==> src/hdl/rx_csum_map.svh <==
// register offsets, field positions and reset values of the mask block
`ifndef RX_CSUM_MAP_SVH
`define RX_CSUM_MAP_SVH

// -----------------------------------------------------------------
// register offsets (byte addresses)
// -----------------------------------------------------------------
`define RCM_MASK_OFF    12'h200
`define RCM_STATUS_OFF  12'h208
`define RCM_ADR_W       12

// -----------------------------------------------------------------
// reset values and implemented bits
// -----------------------------------------------------------------
`define RCM_MASK_RST    32'h0000_0000
`define RCM_STATUS_RST  32'h0000_0000
`define RCM_VALID       32'h3fff_3fff

// -----------------------------------------------------------------
// octet counter field positions
// -----------------------------------------------------------------
`define ICMP_BAD_BYTE_BIT        29
`define ICMP_GOOD_BYTE_BIT       28
`define TCP_BAD_BYTE_BIT         27
`define TCP_GOOD_BYTE_BIT        26
`define UDP_BAD_BYTE_BIT         25
`define UDP_GOOD_BYTE_BIT        24
`define V6_NOPAYLOAD_BYTE_BIT    23
`define V6_HEADER_BAD_BYTE_BIT   22
`define V6_GOOD_BYTE_BIT         21
`define V4_UDP_NOCSUM_BYTE_BIT   20
`define V4_FRAGMENT_BYTE_BIT     19
`define V4_NOPAYLOAD_BYTE_BIT    18
`define V4_HEADER_BAD_BYTE_BIT   17
`define V4_GOOD_BYTE_BIT         16

// -----------------------------------------------------------------
// frame counter field positions
// -----------------------------------------------------------------
`define ICMP_BAD_FRAME_BIT       13
`define ICMP_GOOD_FRAME_BIT      12
`define TCP_BAD_FRAME_BIT        11
`define TCP_GOOD_FRAME_BIT       10
`define UDP_BAD_FRAME_BIT        9
`define UDP_GOOD_FRAME_BIT       8
`define V6_NOPAYLOAD_FRAME_BIT   7
`define V6_HEADER_BAD_FRAME_BIT  6
`define V6_GOOD_FRAME_BIT        5
`define V4_UDP_NOCSUM_FRAME_BIT  4
`define V4_FRAGMENT_FRAME_BIT    3
`define V4_NOPAYLOAD_FRAME_BIT   2
`define V4_HEADER_BAD_FRAME_BIT  1
`define V4_GOOD_FRAME_BIT        0

`endif

==> src/hdl/rx_csum_pkg.sv <==
// types shared by the receive checksum counter mask block
package rx_csum_pkg;

  // -----------------------------------------------------------------
  // wishbone request as seen by the slave
  // -----------------------------------------------------------------
  typedef struct packed {
    logic        cyc;
    logic        stb;
    logic        we;
    logic [11:0] adr;
    logic [3:0]  sel;
    logic [31:0] dat;
  } wb_req_t;

  // -----------------------------------------------------------------
  // one bit per counter, same layout for mask and status
  // -----------------------------------------------------------------
  typedef struct packed {
    logic [1:0] rsvd_hi;
    logic       icmp_bad_byte_count;
    logic       icmp_good_byte_count;
    logic       tcp_bad_byte_count;
    logic       tcp_good_byte_count;
    logic       udp_bad_byte_count;
    logic       udp_good_byte_count;
    logic       v6_nopayload_byte_count;
    logic       v6_header_bad_byte_count;
    logic       v6_good_byte_count;
    logic       v4_udp_nocsum_byte_count;
    logic       v4_fragment_byte_count;
    logic       v4_nopayload_byte_count;
    logic       v4_header_bad_byte_count;
    logic       v4_good_byte_count;
    logic [1:0] rsvd_mid;
    logic       icmp_bad_frame_count;
    logic       icmp_good_frame_count;
    logic       tcp_bad_frame_count;
    logic       tcp_good_frame_count;
    logic       udp_bad_frame_count;
    logic       udp_good_frame_count;
    logic       v6_nopayload_frame_count;
    logic       v6_header_bad_frame_count;
    logic       v6_good_frame_count;
    logic       v4_udp_nocsum_frame_count;
    logic       v4_fragment_frame_count;
    logic       v4_nopayload_frame_count;
    logic       v4_header_bad_frame_count;
    logic       v4_good_frame_count;
  } counter_bits_t;

  // expands wishbone byte selects to a bit mask
  function automatic logic [31:0] lane_mask(input logic [3:0] sel);
    lane_mask = {{8{sel[3]}}, {8{sel[2]}}, {8{sel[1]}}, {8{sel[0]}}};
  endfunction

endpackage

==> src/hdl/rx_checksum_counter_irq_mask.sv <==
// receive checksum counter interrupt mask and status with wishbone access
//
// What this block does
// - one 32-bit mask register sits at byte offset 0x200.
// - a mask bit at one stops its counter's half and full interrupts.
// - bits 29 and 28 mask the bad and good ICMP byte counters, both r/w.
// - bits 27 and 26 mask the bad and good TCP byte counters.
// - bits 25 and 24 mask the bad and good UDP byte counters.
// - bits 23..21 mask the v6 no-payload, header-bad and good byte counters.
// - bits 20..16 mask the v4 no-csum, fragment, no-payload, bad, good bytes.
// - bits 13 and 12 mask the bad and good ICMP frame counters.
// - bits 11 and 10 mask the bad and good TCP frame counters.
// - bits 9 and 8 mask the bad and good UDP frame counters.
// - bits 7..0 mask the v6 and v4 frame counters in the byte-counter order.
// - a half or full crossing always sets its status bit; the mask only gates.
//
// The implementer's own choice: the Wishbone interface to the registers.
`timescale 1ns/1ps
module rx_checksum_counter_irq_mask (
  input  wire logic        clk_sys,
  input  wire logic        rst_n,
  input  wire logic        wb_cyc_i,
  input  wire logic        wb_stb_i,
  input  wire logic        wb_we_i,
  input  wire logic [11:0] wb_adr_i,
  input  wire logic [3:0]  wb_sel_i,
  input  wire logic [31:0] wb_dat_i,
  output logic [31:0]      wb_dat_o,
  output logic             wb_ack_o,
  input  wire logic [31:0] counter_half,
  input  wire logic [31:0] counter_max,
  output logic             irq
);
  import rx_csum_pkg::*;
  `include "rx_csum_map.svh"

  // -----------------------------------------------------------------
  // bus front end
  // -----------------------------------------------------------------
  wb_req_t       req;
  logic [31:0]   rdata;
  logic          wr_stb;
  logic [31:0]   mask;
  logic [31:0]   status;
  counter_bits_t mask_f;
  counter_bits_t status_f;

  assign req = '{cyc: wb_cyc_i, stb: wb_stb_i, we: wb_we_i,
                 adr: wb_adr_i, sel: wb_sel_i, dat: wb_dat_i};

  wb_word_slave u_bus (
    .clk_sys (clk_sys),
    .rst_n   (rst_n),
    .req     (req),
    .rdata   (rdata),
    .ack     (wb_ack_o),
    .dat_o   (wb_dat_o),
    .wr_stb  (wr_stb)
  );

  // -----------------------------------------------------------------
  // address decode
  // -----------------------------------------------------------------
  // one register per 32-bit word; address bits 1:0 are ignored
  function automatic logic word_hit(input logic [11:0] adr,
                                    input logic [11:0] off);
    word_hit = adr[11:2] == off[11:2];
  endfunction

  wire        hit_mask   = word_hit(req.adr, `RCM_MASK_OFF);
  wire        hit_status = word_hit(req.adr, `RCM_STATUS_OFF);
  wire [31:0] lanes      = lane_mask(req.sel);
  wire        wr_mask    = wr_stb & hit_mask;
  wire        wr_status  = wr_stb & hit_status;

  // unmapped offsets read zero and drop writes
  assign rdata = hit_mask   ? mask   :
                 hit_status ? status : 32'h0000_0000;

  // -----------------------------------------------------------------
  // mask register
  // -----------------------------------------------------------------
  wire [31:0] next_mask =
    ((mask & ~lanes) | (req.dat & lanes)) & `RCM_VALID;

  always_ff @(posedge clk_sys or negedge rst_n) begin
    if (!rst_n) begin
      mask <= `RCM_MASK_RST;
    end else if (wr_mask) begin
      mask <= next_mask;
    end
  end

  assign mask_f = counter_bits_t'(mask);

  // -----------------------------------------------------------------
  // status register and interrupt
  // -----------------------------------------------------------------
  wire [31:0] crossing = counter_half | counter_max;
  wire [31:0] clr_vec  = wr_status ? (req.dat & lanes) : 32'h0000_0000;

  sticky_w1c u_status (
    .clk_sys (clk_sys),
    .rst_n   (rst_n),
    .set     (crossing),
    .clr     (clr_vec),
    .q       (status)
  );

  assign status_f = counter_bits_t'(status);

  // status always records the crossing; only the output is gated
  wire [31:0] pending = status & ~mask;
  assign irq = |pending;
endmodule // rx_checksum_counter_irq_mask

==> src/hdl/wb_word_slave.sv <==
// classic wishbone slave front end: one-wait-state ack and read capture
`timescale 1ns/1ps
module wb_word_slave (
  input  wire logic                clk_sys,
  input  wire logic                rst_n,
  input  wire rx_csum_pkg::wb_req_t req,
  input  wire logic [31:0]         rdata,
  output logic                     ack,
  output logic [31:0]              dat_o,
  output logic                     wr_stb
);
  import rx_csum_pkg::*;

  wire req_new = req.cyc & req.stb & ~ack;

  // write lands on the edge where the master samples ack
  assign wr_stb = ack & req.cyc & req.stb & req.we;

  always_ff @(posedge clk_sys or negedge rst_n) begin
    if (!rst_n) begin
      ack   <= 1'b0;
      dat_o <= 32'h0000_0000;
    end else begin
      ack <= req_new;
      if (req_new) begin
        dat_o <= req.we ? 32'h0000_0000 : rdata;
      end
    end
  end

endmodule // wb_word_slave

==> src/hdl/sticky_w1c.sv <==
// sticky event bits, write one to clear, a new event wins over the clear
`timescale 1ns/1ps
module sticky_w1c (
  input  wire logic        clk_sys,
  input  wire logic        rst_n,
  input  wire logic [31:0] set,
  input  wire logic [31:0] clr,
  output logic [31:0]      q
);
  import rx_csum_pkg::*;
  `include "rx_csum_map.svh"

  wire [31:0] next_q = ((q & ~clr) | set) & `RCM_VALID;

  always_ff @(posedge clk_sys or negedge rst_n) begin
    if (!rst_n) begin
      q <= `RCM_STATUS_RST;
    end else begin
      q <= next_q;
    end
  end

endmodule // sticky_w1c

==> config.mk <==
export PLATFORM = sky130hd
export DESIGN_NAME = rx_checksum_counter_irq_mask
export DESIGN_NICKNAME = d
export VERILOG_FILES = /design/src/hdl/rx_csum_pkg.sv /design/src/hdl/rx_checksum_counter_irq_mask.sv /design/src/hdl/wb_word_slave.sv /design/src/hdl/sticky_w1c.sv
export VERILOG_INCLUDE_DIRS = /design/src /design/src/hdl
export SDC_FILE = /design/constraint.sdc
export NUM_CORES = 1
export LEC_CHECK = 0
export BUFFER_PORTS_ARGS = -buffer_cell sky130_fd_sc_hd__buf_2
export CAP_MARGIN = 20
export CORE_MARGIN = 3
export CORE_UTILIZATION = 44
export CTS_CLUSTER_SIZE = 12
export DETAILED_ROUTE_END_ITERATION = 10
export GPL_TIMING_DRIVEN = 0
export PLACE_DENSITY = 0.72
export REMOVE_ABC_BUFFERS = 1
export SLEW_MARGIN = 0
export SYNTH_ARGS = -nofsm -noshare
export SYNTH_HDL_FRONTEND = slang
export SYNTH_SLANG_ARGS = --single-unit
==> constraint.sdc <==
create_clock -name clk_sys -period 1.6 [get_ports clk_sys]
set_input_delay 0.24 -clock clk_sys [delete_from_list [all_inputs] [get_ports clk_sys]]
set_output_delay 0.24 -clock clk_sys [all_outputs]
set_load 0.01 [all_outputs]
[Yosys cells after proc, flatten, opt, wreduce, memory -nomap -nowiden]
Cells that the tools add are included.
Word-level totals
  output and inout port bits: 34
  flip-flop bits (word level): 89
  logic and storage cells: 29
  bits of input ports: 117
Operators by class
  bitwise logic cells: 18
  mux-type cells: 4
  reductions and logical operators: 1
  equality and inequality tests: 2
Operators by type and width (count)
  $mux W30: 4
  $and A30 B30 Y30: 3
  $or A30 B30 Y30: 3
  $not A30 Y30: 2
  $and A30 B32 Y32: 1
  $not A30 Y32: 1
  $reduce_or A32 Y1: 1
  $eq A10 B8 Y1 const B: 2
  $and A1 B1 Y1: 7
  $not A1 Y1: 1

[Depth between registers and ports, before layout]
Gate-level depths: netlist (run 1).
  depth in word-level cells: 8
  gate-level depth with buffers: 7
  gate-level depth less buffers: 5

[By module]
Synthesis (run 1) repeated with hierarchy kept, for this count alone.
Second synthesis, totals
  cell total of the unflattened synthesis: 473
  area, all modules: 4966.0 um^2
Modules (own cells, without submodules)
  rx_checksum_counter_irq_mask: seq. area each 700.7 um^2, cells each 278, instances 1, area an instance 2318.5 um^2
  wb_word_slave: seq. area each 825.8 um^2, cells each 106, instances 1, area an instance 1597.8 um^2
  sticky_w1c: seq. area each 700.7 um^2, cells each 89, instances 1, area an instance 1049.8 um^2

[Least setup slack after synthesis (run 1)]
No wires, ideal clock.
  path type: input -> register
  start: input port wb_adr_i[5]
  end: register u_bus.dat_o[10]
  arrival time: 1693 ps
  setup time: 80 ps
  required time: 1520 ps
  cell stages on the path: 6
  buffers on the path: 2
  slack: -173 ps
  cells stage by stage: nor4_4 or3b_1 or3_1 buf_2 buf_6 o211ai_2
Between the ends
  cells in the longest elaborated chain, start to end: 4
  elaborated cells between the ends (all ways): 5
  those cells by class: eq/ne (2); mux (3)
RTL lines
  start: declaration: RTL line rx_checksum_counter_irq_mask.sv:25  | input wire logic [11:0] wb_adr_i,
  $eq A10 B8 Y1: RTL line rx_checksum_counter_irq_mask.sv:67  | word_hit = adr[11:2] == off[11:2];
  $mux W30: RTL line rx_checksum_counter_irq_mask.sv:78  | hit_status ? status : 32'h0000_0000;
  $mux W30 *: RTL line rx_checksum_counter_irq_mask.sv:77  | assign rdata = hit_mask ? mask :
  $mux W30 *: RTL line wb_word_slave.sv:26  | dat_o <= req.we ? 32'h0000_0000 : rdata;
  end signal: assignment: RTL line wb_word_slave.sv:26
  end: declaration: RTL line wb_word_slave.sv:9  | output logic [31:0] dat_o,
Mark *: on every way between the ends. The rest lies on a longest branch, timed or not.
A chain may end at the register's enable or synchronous reset.

[Worst setup path in the final report (run 1)]
  start: register u_status.q[29]
  end: output port irq
Between the ends
  cells in the longest elaborated chain, start to end: 2
RTL lines
  start: declaration: RTL line sticky_w1c.sv:8  | output logic [31:0] q
  start signal: assignment: RTL line sticky_w1c.sv:17  | q <= `RCM_STATUS_RST;
  start signal: assignment: RTL line sticky_w1c.sv:19  | q <= next_q;
  $and A30 B32 Y32: RTL line rx_checksum_counter_irq_mask.sv:113  | wire [31:0] pending = status & ~mask;
  $reduce_or A32 Y1: RTL line rx_checksum_counter_irq_mask.sv:114  | assign irq = |pending;
  end: declaration: RTL line rx_checksum_counter_irq_mask.sv:32  | output logic irq
No other way between the ends.

==> implementation parameters, run 1 <==
Parameter                              Value

Yosys
  Sequential area share after synthesis    53.2%
  Area fraction of the dominant cell type after synthesis    53.2%
  Parity-gate share of the synthesized area counting xor and xnor cells    0%
  Main combinational cell family by area after synthesis    simple AND/OR/NAND/NOR gates
  Mux cell area share after synthesis    7.89%
  Number of distinct library cell variants in the gate-level netlist after synthesis    33
  Cell Area, Synth    0.00400 mm²
  Syn avg cell area    10.7 µm²
  Fraction of the mapped netlist area in compound gates    16.6%
  Flops & latches, synth    85
  Leading cell types by total area after synthesis    sky130_fd_sc_hd__dfrtp_1 53%, sky130_fd_sc_hd__mux2_2 7.9%, sky130_fd_sc_hd__o211ai_2 6.3%
  Post-synthesis cell type with the largest combined area    sky130_fd_sc_hd__dfrtp_1
  Simple-gate share of the synthesized area    16.8%
  Arithmetic-cell share of the synthesized area counting full adders, half adders and majority gates    0%
  Synth warnings    0
  Post-Syn Instances    372

Placement
  Buffers added on ports    132
  Number of instances in the placed design    598
  Worst setup timing slack at the placement stage    -1.22 ns
  DP HPWL    7700 µm
  Final weighted congestion in routability-driven placement    0.834

Clock network
  Clock Path Buffers    2
  Clock-pin slew reported for the worst setup and hold paths after clock tree synthesis    0.08 ns
  Num CTS Buffers    9
  Clk_lat worst skew    0.35 ns
  Cell chosen for the clock root    sky130_fd_sc_hd__clkbuf_8
  H-tree Lvls    3
  CTS tree    built
  Clk sinks    85

Flow run
  Max-cap violations    0

Critical path
  Critical Path RT    1.36 ns
  Worst path arrival time    1.71 ns
  List of cells traversed by the critical path    nor2b_4 -> a2111oi_4 -> and3_4 -> nand4_1 -> buf_2
  Critical Path Max Stage Delay    0.40 ns
  Origin of the worst setup path    u_status.q[29]
  Largest fanout of any net on the critical path    2
  Crit. End Element    output port
  Classification of the worst setup path    reg2out
  Critical Path Source Type    flip-flop
  Critical register-to-register path startpoint    u_bus.ack
  Cell with the largest stage delay on the worst path    sky130_fd_sc_hd__dfrtp_1

Detailed routing
  Antenna Violating Nets Remaining    0
  Number of DRC markers in iteration 0    125
  Number of vias per cell    5.56
  Count of TritonRoute iterations in the first routing pass    4
  Average wire per standard cell    17.9 µm
  Drc violations    0
  Total length of routed wires    11200 µm
  Via count of the routed design    3483

Global route
  Largest net degree at the start of global routing    54
  Global-route wire length before repair    17300 µm
  All-Layer GR Usage    21.9%
  Overall overflow remaining after global route    0
  Vias in the first global route    3375
  Initial antenna violation count    0

Floorplanning
  Die area    0.0103 mm²
  Floorplan row count    34
  Die Width    101 µm
  Core region area    0.00876 mm²
  Num ports    151
  Die Ht    101 µm
  Starting density of the core    45.6%

Run status
  Violated checks    negative setup slack
  Status    finished with violations

STA
  Worst Max-Slew Pin Slew    0.608 ns
  Final Max Slew Viols    0
  Maximum clock frequency    0.513 GHz
  Setup TNS    -3.04 ns
  RSZ-0062 raised after global routing    true
  Period utilisation layout    122%
  Final WS setup    -0.351 ns
  Final critical-path required period    1.95 ns
  Worst hold slack    0.103 ns
  Max_slew headroom    59.5%
  Final-report hold violation count    0
  Count of endpoints failing setup in the final report    27
  Fin Clk Skew    0.00840 ns

Layout
  Non-filler cells, final    627
  Commonest non-fill, non-tap cell in the layout    sky130_fd_sc_hd__buf_2
  Fraction of layout cells with a size suffix above 1    43.4%
  Synth-to-Final Area Change    31.4%
  FILL cells    787
  Antenna Diode Count    0
  Commonest non-fill, non-tap cells in the layout    131 x sky130_fd_sc_hd__buf_2, 85 x sky130_fd_sc_hd__dfrtp_1, 52 x sky130_fd_sc_hd__nand2_1
  Number of nets in the finished design    632

Pwr
  Max rail drop VDD    0.000456 V
  Power per unit of standard cell area    809 mW/mm²
  Leakage dissipation    2.40 nW

Hold path
  Min-Delay Path Class    in2reg
  Worst Hold Launch    wb_dat_i[22]
final timing paths:
kind | slack (ns) | depth (start not counted) | to
setup / recovery | -0.35 | 5 | irq
hold / removal | 0.10 | 2 | u_status.q[22]
setup reg to reg | -0.14 | 7 | u_bus.dat_o[2]
hold reg to reg | 0.50 | 2 | u_bus.dat_o[13]
max in group asynchronous | 0.60 | 3 | asynchronous set/reset pin
min in group asynchronous | 0.38 | 2 | u_bus.dat_o[21]
per-layer routing:
layer	wire length (µm)	up-vias	GRT usage, %
li1	-	1637	-
met1	5030	1708	31.1
met2	5370	125	35.7
met3	654	13	3.17
met4	154	0	5.21
met5	0	-	0
what timing repair did:
item / 4_1_cts / 5_1_grt
hold buffers: 1 / 0
pin swaps: 5 / 2
cloned: 2 / 1
buffers inserted: 9 / 1
setup endpoints to repair: 85 / 67
gates resized for setup: 20 / 8
hold endpoints to repair: 32 / 0
synth_stat cells, drive strengths merged:
library cell,n
or3,1
nand3,4
nand4,1
clkbuf,5
nand3b,1
nor2,29
or3b,1
nor2b,3
dfrtp,85
a22oi,10
a41oi,28
a22o,1
and4,4
a221o,2
a221oi,1
nand2,53
and4b,1
mux2,28
and3,5
buf,16
nor3,29
nor3b,1
conb,1
inv,27
and2,6
a2111oi,1
o211ai,26
nor4,1
nor4b,1
metrics by stage:
stage | total power [W] | instance area [µm²] | util, %
CTS | 0.00427 | 5200 | 59.3
floorplan | 0.00224 | 3890 | -
global route | 0.00439 | 5250 | 59.9
global placement | 0.00246 | 4690 | 53.5
detailed placement | 0.00248 | 4780 | 54.5
finish | 0.00425 | 5250 | 59.9
logic make-up (layout without fill, tap and decap cells):
| logic type | after synthesis | after routing |
|---|---|---|
| simple gates | 141 | 143 |
| flops | 85 | 85 |
| compound gates | 69 | 69 |
| buf+inv | 48 | 190 |
| mux | 28 | 28 |
| other cells | 1 | 4 |
report_power, final:
group | internal [W] | switching (W)
combinational | 0.000133 | 0.000182
sequential | 0.00215 | 0.00000143
clock | 0.00103 | 0.000755
worst max-delay path, delay by kind of cell, from the launching register on:
kind	cells	cell delay, ns
simple gates	3	0.47
buf+inv	1	0.17
flops	1	0.40
compound gates	1	0.31
layout make-up:
type | instances | area, µm² | share of cell area, %
flip-flops and latches | 85 | 2130 | 40.5
inverters | 27 | 104 | 1.98
repair buffers | 148 | 873 | 16.6
clock inverters | 4 | 97.6 | 1.86
well taps | 108 | 135 | 2.57
multi-input cells | 244 | 1780 | 34.0
clock buffers | 11 | 131 | 2.50
No activity file was read; power rests on OpenSTA's default activity.
==> run 2: changes to the inputs <==
- PLACE_DENSITY: 0.72 -> 0.76
==> implementation parameters, run 2 (synthesized netlist as in run 1, its figures left out) <==
Parameter                              Value

Run status
  Status    finished with violations (unchanged)
  Violated checks    negative setup slack (unchanged)

STA
  Final-report hold violation count    0 (unchanged)
  Worst Max-Slew Pin Slew    0.566 ns (was 0.608 ns)
  Maximum clock frequency    0.523 GHz (was 0.513 GHz)
  Count of endpoints failing setup in the final report    27 (unchanged)
  Final Max Slew Viols    0 (unchanged)
  Worst hold slack    0.104 ns (was 0.103 ns)
  Final critical-path required period    1.91 ns (was 1.95 ns)
  Fin Clk Skew    0.00875 ns (was 0.00840 ns)
  Final WS setup    -0.313 ns (was -0.351 ns)
  Max_slew headroom    62.3% (was 59.5%)
  Period utilisation layout    120% (was 122%)
  RSZ-0062 raised after global routing    true (unchanged)

Detailed routing
  Number of vias per cell    5.54 (was 5.56)
  Average wire per standard cell    17.5 µm (was 17.9 µm)
  Via count of the routed design    3512 (was 3483)
  Drc violations    0 (unchanged)
  Total length of routed wires    11100 µm (was 11200 µm)
  Antenna Violating Nets Remaining    0 (unchanged)
  Count of TritonRoute iterations in the first routing pass    5 (was 4)
  Number of DRC markers in iteration 0    92 (was 125)

Critical path
  R2R depth    7 (unchanged)
  Slack of the worst reg-to-reg path    -0.15 ns (was -0.14 ns)
  Worst path arrival time    1.67 ns (was 1.71 ns)
  Largest fanout of any net on the critical path    2 (unchanged)
  Crit. End Element    output port (unchanged)
  List of cells traversed by the critical path    nor2b_4 -> a2111oi_4 -> and3_4 -> nand4_1 -> buf_2 (unchanged)
  Critical Path RT    1.36 ns (about the same)
  Reg-to-Reg End    u_bus.dat_o[5] (was u_bus.dat_o[2])
  Number of buffer and inverter stages on the critical path    1 (unchanged)
  Critical Path Source Type    flip-flop (unchanged)
  Crit path max-delay family    simple AND/OR/NAND/NOR gates (unchanged)
  Critical Path Max Stage Delay    0.39 ns (was 0.40 ns)
  Classification of the worst setup path    reg2out (unchanged)
  Cell with the largest stage delay on the worst path    sky130_fd_sc_hd__dfrtp_1 (unchanged)
  Critical register-to-register path startpoint    u_bus.ack (unchanged)

Layout
  Commonest non-fill, non-tap cell in the layout    sky130_fd_sc_hd__buf_2 (unchanged)
  Fraction of layout cells with a size suffix above 1    44.7% (was 43.4%)
  Non-filler cells, final    634 (was 627)
  Commonest non-fill, non-tap cells in the layout    131 x sky130_fd_sc_hd__buf_2, 85 x sky130_fd_sc_hd__dfrtp_1, 52 x sky130_fd_sc_hd__nand2_1 (unchanged)
  Number of nets in the finished design    638 (was 632)
  FILL cells    750 (was 787)
  Synth-to-Final Area Change    33.4% (was 31.4%)
  Final standard cell area without fillers    0.00533 mm² (was 0.00525 mm²)
  Antenna Diode Count    0 (unchanged)

Clock network
  H-tree Lvls    3 (unchanged)
  Clock-pin slew reported for the worst setup and hold paths after clock tree synthesis    0.09 ns (was 0.08 ns)
  Num CTS Buffers    9 (unchanged)
  Clock Path Buffers    2 (unchanged)
  Clk_lat worst skew    0.35 ns (about the same)
  Cell chosen for the clock root    sky130_fd_sc_hd__clkbuf_8 (unchanged)
  Clk sinks    85 (unchanged)
  CTS tree    built (unchanged)

Global route
  Overall overflow remaining after global route    0 (unchanged)
  Global-route wire length before repair    17500 µm (was 17300 µm)
  Initial antenna violation count    0 (unchanged)
  Vias in the first global route    3487 (was 3375)
  All-Layer GR Usage    22.2% (was 21.9%)
  Largest net degree at the start of global routing    58 (was 54)

Placement
  Final weighted congestion in routability-driven placement    0.822 (was 0.834)
  DP HPWL    7710 µm (was 7700 µm)
  Buffers added on ports    132 (unchanged)
  Standard cell area after detailed placement    0.00479 mm² (was 0.00478 mm²)
  Number of instances in the placed design    598 (unchanged)
  Worst setup timing slack at the placement stage    -1.25 ns (was -1.22 ns)

Hold path
  Worst Hold Launch    wb_dat_i[28] (was wb_dat_i[22])
  Number of cells on the worst hold path    2 (unchanged)
  Hold Path Sink    u_status.q[28] (was u_status.q[22])
  Min-Delay Path Class    in2reg (unchanged)

Flow run
  Max-cap violations    0 (unchanged)

Pwr
  Leakage dissipation    2.47 nW (was 2.40 nW)
  Max rail drop VDD    0.000460 V (was 0.000456 V)
  Power per unit of standard cell area    789 mW/mm² (was 809 mW/mm²)
  PnR Total Power    0.00421 W (was 0.00425 W)

Floorplanning
  Die Width    101 µm (unchanged)
  Num ports    151 (unchanged)
  Die area    0.0103 mm² (unchanged)
  Die Ht    101 µm (unchanged)
  Core region area    0.00876 mm² (unchanged)
  Starting density of the core    45.6% (unchanged)
  Floorplan row count    34 (unchanged)
run 2: power by group:
part	switching, W	leakage, nW	internal [W]
sequential	0.00000158	1.04	0.00215
combinational	0.000180	1.31	0.000136
clock	0.000772	0.120	0.000968
run 2: how the worst max path moves through the flow:
stage                        from              to  slack [ns]  depth (start not counted)
global placement        u_bus.ack  u_bus.dat_o[1]       -1.60                          5
finish              u_status.q[9]             irq       -0.31                          5
CTS                 u_status.q[9]             irq       -0.35                          5
floorplan               u_bus.ack  u_bus.dat_o[0]       -0.82                          5
global route        u_status.q[9]             irq       -0.40                          5
detailed placement      u_bus.ack  u_bus.dat_o[3]       -1.25                          7
run 2: final cells by class:
type | count | area (µm²) | share of cell area (%)
flip-flops and latches | 85 | 2130 | 39.9
multi-input cells | 243 | 1770 | 33.3
repair buffers | 155 | 956 | 17.9
clock buffers | 11 | 151 | 2.84
well taps | 108 | 135 | 2.53
inverters | 27 | 106 | 1.99
clock inverters | 5 | 82.6 | 1.55
run 2: worst reg2reg max path, cell delays in order, from the launching register on:
cell                       delay (ns)
sky130_fd_sc_hd__dfrtp_1         0.40
sky130_fd_sc_hd__nand3b_1        0.23
sky130_fd_sc_hd__buf_8           0.17
sky130_fd_sc_hd__inv_6           0.05
sky130_fd_sc_hd__nand2_4         0.04
sky130_fd_sc_hd__or3_4           0.44
sky130_fd_sc_hd__buf_12          0.17
sky130_fd_sc_hd__o211ai_1        0.16
run 2: through the flow:
step                      TNS [ns]  util, %
after detailed placement    -72.58     54.6
after CTS                    -3.94     60.1
final                        -3.11     60.9
after floorplan             -30.96        -
after global placement     -120.45     53.5
after global routing         -5.14     60.9
run 2: repair_timing:
item                                    in CTS  in global routing
endpoints found under the setup margin      85                 61
endpoints found under the hold margin       28                  0
hold buffers                                 1                  0
buffers inserted                            10                  8
pin swaps                                    4                  9
resized for setup                           20                 10
gates cloned                                 3                  0
run 2: metal layers:
layer | wire length [µm] | vias up | GRT usage, %
li1 | - | 1642 | -
met1 | 4750 | 1722 | 30.3
met2 | 5420 | 133 | 36.4
met3 | 765 | 15 | 3.51
met4 | 147 | 0 | 6.95
met5 | 0 | - | 0
==> run 3: changes to the inputs <==
- BUFFER_PORTS_ARGS: -buffer_cell sky130_fd_sc_hd__buf_2 -> -buffer_cell sky130_fd_sc_hd__buf_4
==> implementation parameters, run 3 (synthesized netlist as in run 1, its figures left out) <==
Parameter                              Value

STA
  Final WS setup    -0.359 ns (was -0.313 ns)
  Setup TNS    -3.42 ns (was -3.11 ns)
  Fin Clk Skew    0.00953 ns (was 0.00875 ns)
  RSZ-0062 raised after global routing    true (unchanged)
  Worst Max-Slew Pin Slew    0.579 ns (was 0.566 ns)
  Maximum clock frequency    0.510 GHz (was 0.523 GHz)
  Max_slew headroom    61.4% (was 62.3%)
  Final Max Slew Viols    0 (unchanged)
  Final critical-path required period    1.96 ns (was 1.91 ns)
  Count of endpoints failing setup in the final report    27 (unchanged)
  Final-report hold violation count    0 (unchanged)
  Worst hold slack    0.0966 ns (was 0.104 ns)
  Period utilisation layout    122% (was 120%)

Detailed routing
  Number of vias per cell    5.66 (was 5.54)
  Detail Route met3 WL    681 µm (was 765 µm)
  Total length of routed wires    11900 µm (was 11100 µm)
  Antenna Violating Nets Remaining    0 (unchanged)
  Count of TritonRoute iterations in the first routing pass    4 (was 5)
  Drc violations    0 (unchanged)
  Via count of the routed design    3600 (was 3512)
  Top layer used by detailed routing    met4 (unchanged)
  Average wire per standard cell    18.7 µm (was 17.5 µm)
  Number of DRC markers in iteration 0    121 (was 92)
  DRT met1 WL    4910 µm (was 4750 µm)
  Met2 wire len    6150 µm (was 5420 µm)

Floorplanning
  Num ports    151 (unchanged)
  Die Width    101 µm (unchanged)
  Die area    0.0103 mm² (unchanged)
  Floorplan row count    34 (unchanged)
  Die Ht    101 µm (unchanged)
  Core region area    0.00876 mm² (unchanged)
  Starting density of the core    45.6% (unchanged)

Critical path
  R2R depth    7 (unchanged)
  Worst path arrival time    1.72 ns (was 1.67 ns)
  Crit. End Element    output port (unchanged)
  Critical Path RT    1.36 ns (about the same)
  Largest fanout of any net on the critical path    2 (unchanged)
  Critical Path Source Type    flip-flop (unchanged)
  Classification of the worst setup path    reg2out (unchanged)

Placement
  Standard cell area after detailed placement    0.00509 mm² (was 0.00479 mm²)
  DP HPWL    7970 µm (was 7710 µm)
  Final weighted congestion in routability-driven placement    0.824 (was 0.822)
  Buffers added on ports    132 (unchanged)

Global route
  Global-route wire length before repair    17800 µm (was 17500 µm)
  Vias in the first global route    3632 (was 3487)
  Initial antenna violation count    0 (unchanged)
  Largest net degree at the start of global routing    86 (was 58)
  Overall overflow remaining after global route    0 (unchanged)
  All-Layer GR Usage    22.6% (was 22.2%)

Run status
  Status    finished with violations (unchanged)
  Violated checks    negative setup slack (unchanged)

Layout
  Commonest non-fill, non-tap cells in the layout    147 x sky130_fd_sc_hd__buf_4, 85 x sky130_fd_sc_hd__dfrtp_1, 52 x sky130_fd_sc_hd__nand2_1 (was 131 x sky130_fd_sc_hd__buf_2, 85 x sky130_fd_sc_hd__dfrtp_1, 52 x sky130_fd_sc_hd__nand2_1)
  Antenna Diode Count    0 (unchanged)
  Fraction of layout cells with a size suffix above 1    44.9% (was 44.7%)
  Synth-to-Final Area Change    43.3% (was 33.4%)
  Final standard cell area without fillers    0.00573 mm² (was 0.00533 mm²)
  Final Core Density    65.3% (was 60.9%)
  Number of nets in the finished design    640 (was 638)
  Commonest non-fill, non-tap cell in the layout    sky130_fd_sc_hd__buf_4 (was sky130_fd_sc_hd__buf_2)
  FILL cells    682 (was 750)

Clock network
  Num CTS Buffers    9 (unchanged)
  Clock Path Buffers    2 (unchanged)
  Cell chosen for the clock root    sky130_fd_sc_hd__clkbuf_8 (unchanged)
  H-tree Lvls    3 (unchanged)
  Clock-pin slew reported for the worst setup and hold paths after clock tree synthesis    0.09 ns (about the same)
  CTS tree    built (unchanged)
  Clk_lat worst skew    0.35 ns (about the same)
  Clk sinks    85 (unchanged)

Pwr
  Leakage dissipation    2.58 nW (was 2.47 nW)
  Power per unit of standard cell area    770 mW/mm² (was 789 mW/mm²)
  Max rail drop VDD    0.000434 V (was 0.000460 V)

Hold path
  Number of cells on the worst hold path    2 (unchanged)
  Min-Delay Path Class    in2reg (unchanged)

Flow run
  Max-cap violations    0 (unchanged)
run 3: cell count changes in the layout (fill, tap and decap cells not counted), sizes merged:
cell and delta:
bufinv +1, buf -1, and4 +1, clkinv -2, clkbuf +2, clkinvlp +1
run 3: worst max-delay path: stages, from the launching register on:
cell and delay (ns):
sky130_fd_sc_hd__dfrtp_1 0.40, sky130_fd_sc_hd__nor2b_4 0.14, sky130_fd_sc_hd__a2111oi_4 0.33, sky130_fd_sc_hd__and3_4 0.23
sky130_fd_sc_hd__nand4_1 0.10, sky130_fd_sc_hd__buf_4 0.17
run 3: routing by layer:
metal | vias up | global-route usage [%]
met1 | 1810 | 29.5
met5 | - | 0
met3 | 15 | 2.75
met2 | 131 | 39.2
li1 | 1644 | -
met4 | 0 | 6.85
run 3: worst paths after layout:
path / start / endpoint / slack (ns)
setup / recovery: u_status.q[29] / irq / -0.36
hold / removal: wb_dat_i[28] / u_status.q[28] / 0.1
setup reg to reg: u_bus.ack / u_bus.dat_o[1] / -0.16
hold reg to reg: u_bus.dat_o[21] / u_bus.dat_o[21] / 0.51
max in group asynchronous: rst_n / u_status.q[24] / 0.60
min in group asynchronous: rst_n / u_bus.dat_o[21] / 0.37
run 3: area by class of cell:
| class | count | area, µm² | share of cell area [%] |
|---|---|---|---|
| inverter | 27 | 114 | 1.99 |
| timing repair buffer | 156 | 1300 | 22.7 |
| tap | 108 | 135 | 2.36 |
| multi-input combinational | 244 | 1810 | 31.5 |
| clock inverter | 5 | 106 | 1.86 |
| clock buffer | 11 | 141 | 2.47 |
| sequential | 85 | 2130 | 37.1 |
run 3: where the power goes:
| group | internal, W | switching [W] | total (W) |
|---|---|---|---|
| clock network | 0.00109 | 0.000777 | 0.00186 |
| logic | 0.000209 | 0.000187 | 0.000396 |
| registers | 0.00215 | 0.00000142 | 0.00215 |
run 3: timing repair:
| item | 4_1_cts | 5_1_grt |
|---|---|---|
| pin swaps | 6 | 5 |
| hold buffers | 0 | 1 |
| gates resized for setup | 29 | 10 |
| setup endpoints to repair | 85 | 70 |
| hold endpoints to repair | 0 | 29 |
| setup buffers | 10 | 7 |
| gates cloned | 3 | 1 |
run 3: stage by stage:
stage               setup WS (ns)  cells  total power [W]
floorplan                  -0.822    354          0.00224
detailed placement          -1.19    597          0.00255
global route               -0.447    636          0.00456
global placement            -1.62    594          0.00253
CTS                        -0.383    626          0.00442
finish                     -0.359    636          0.00441
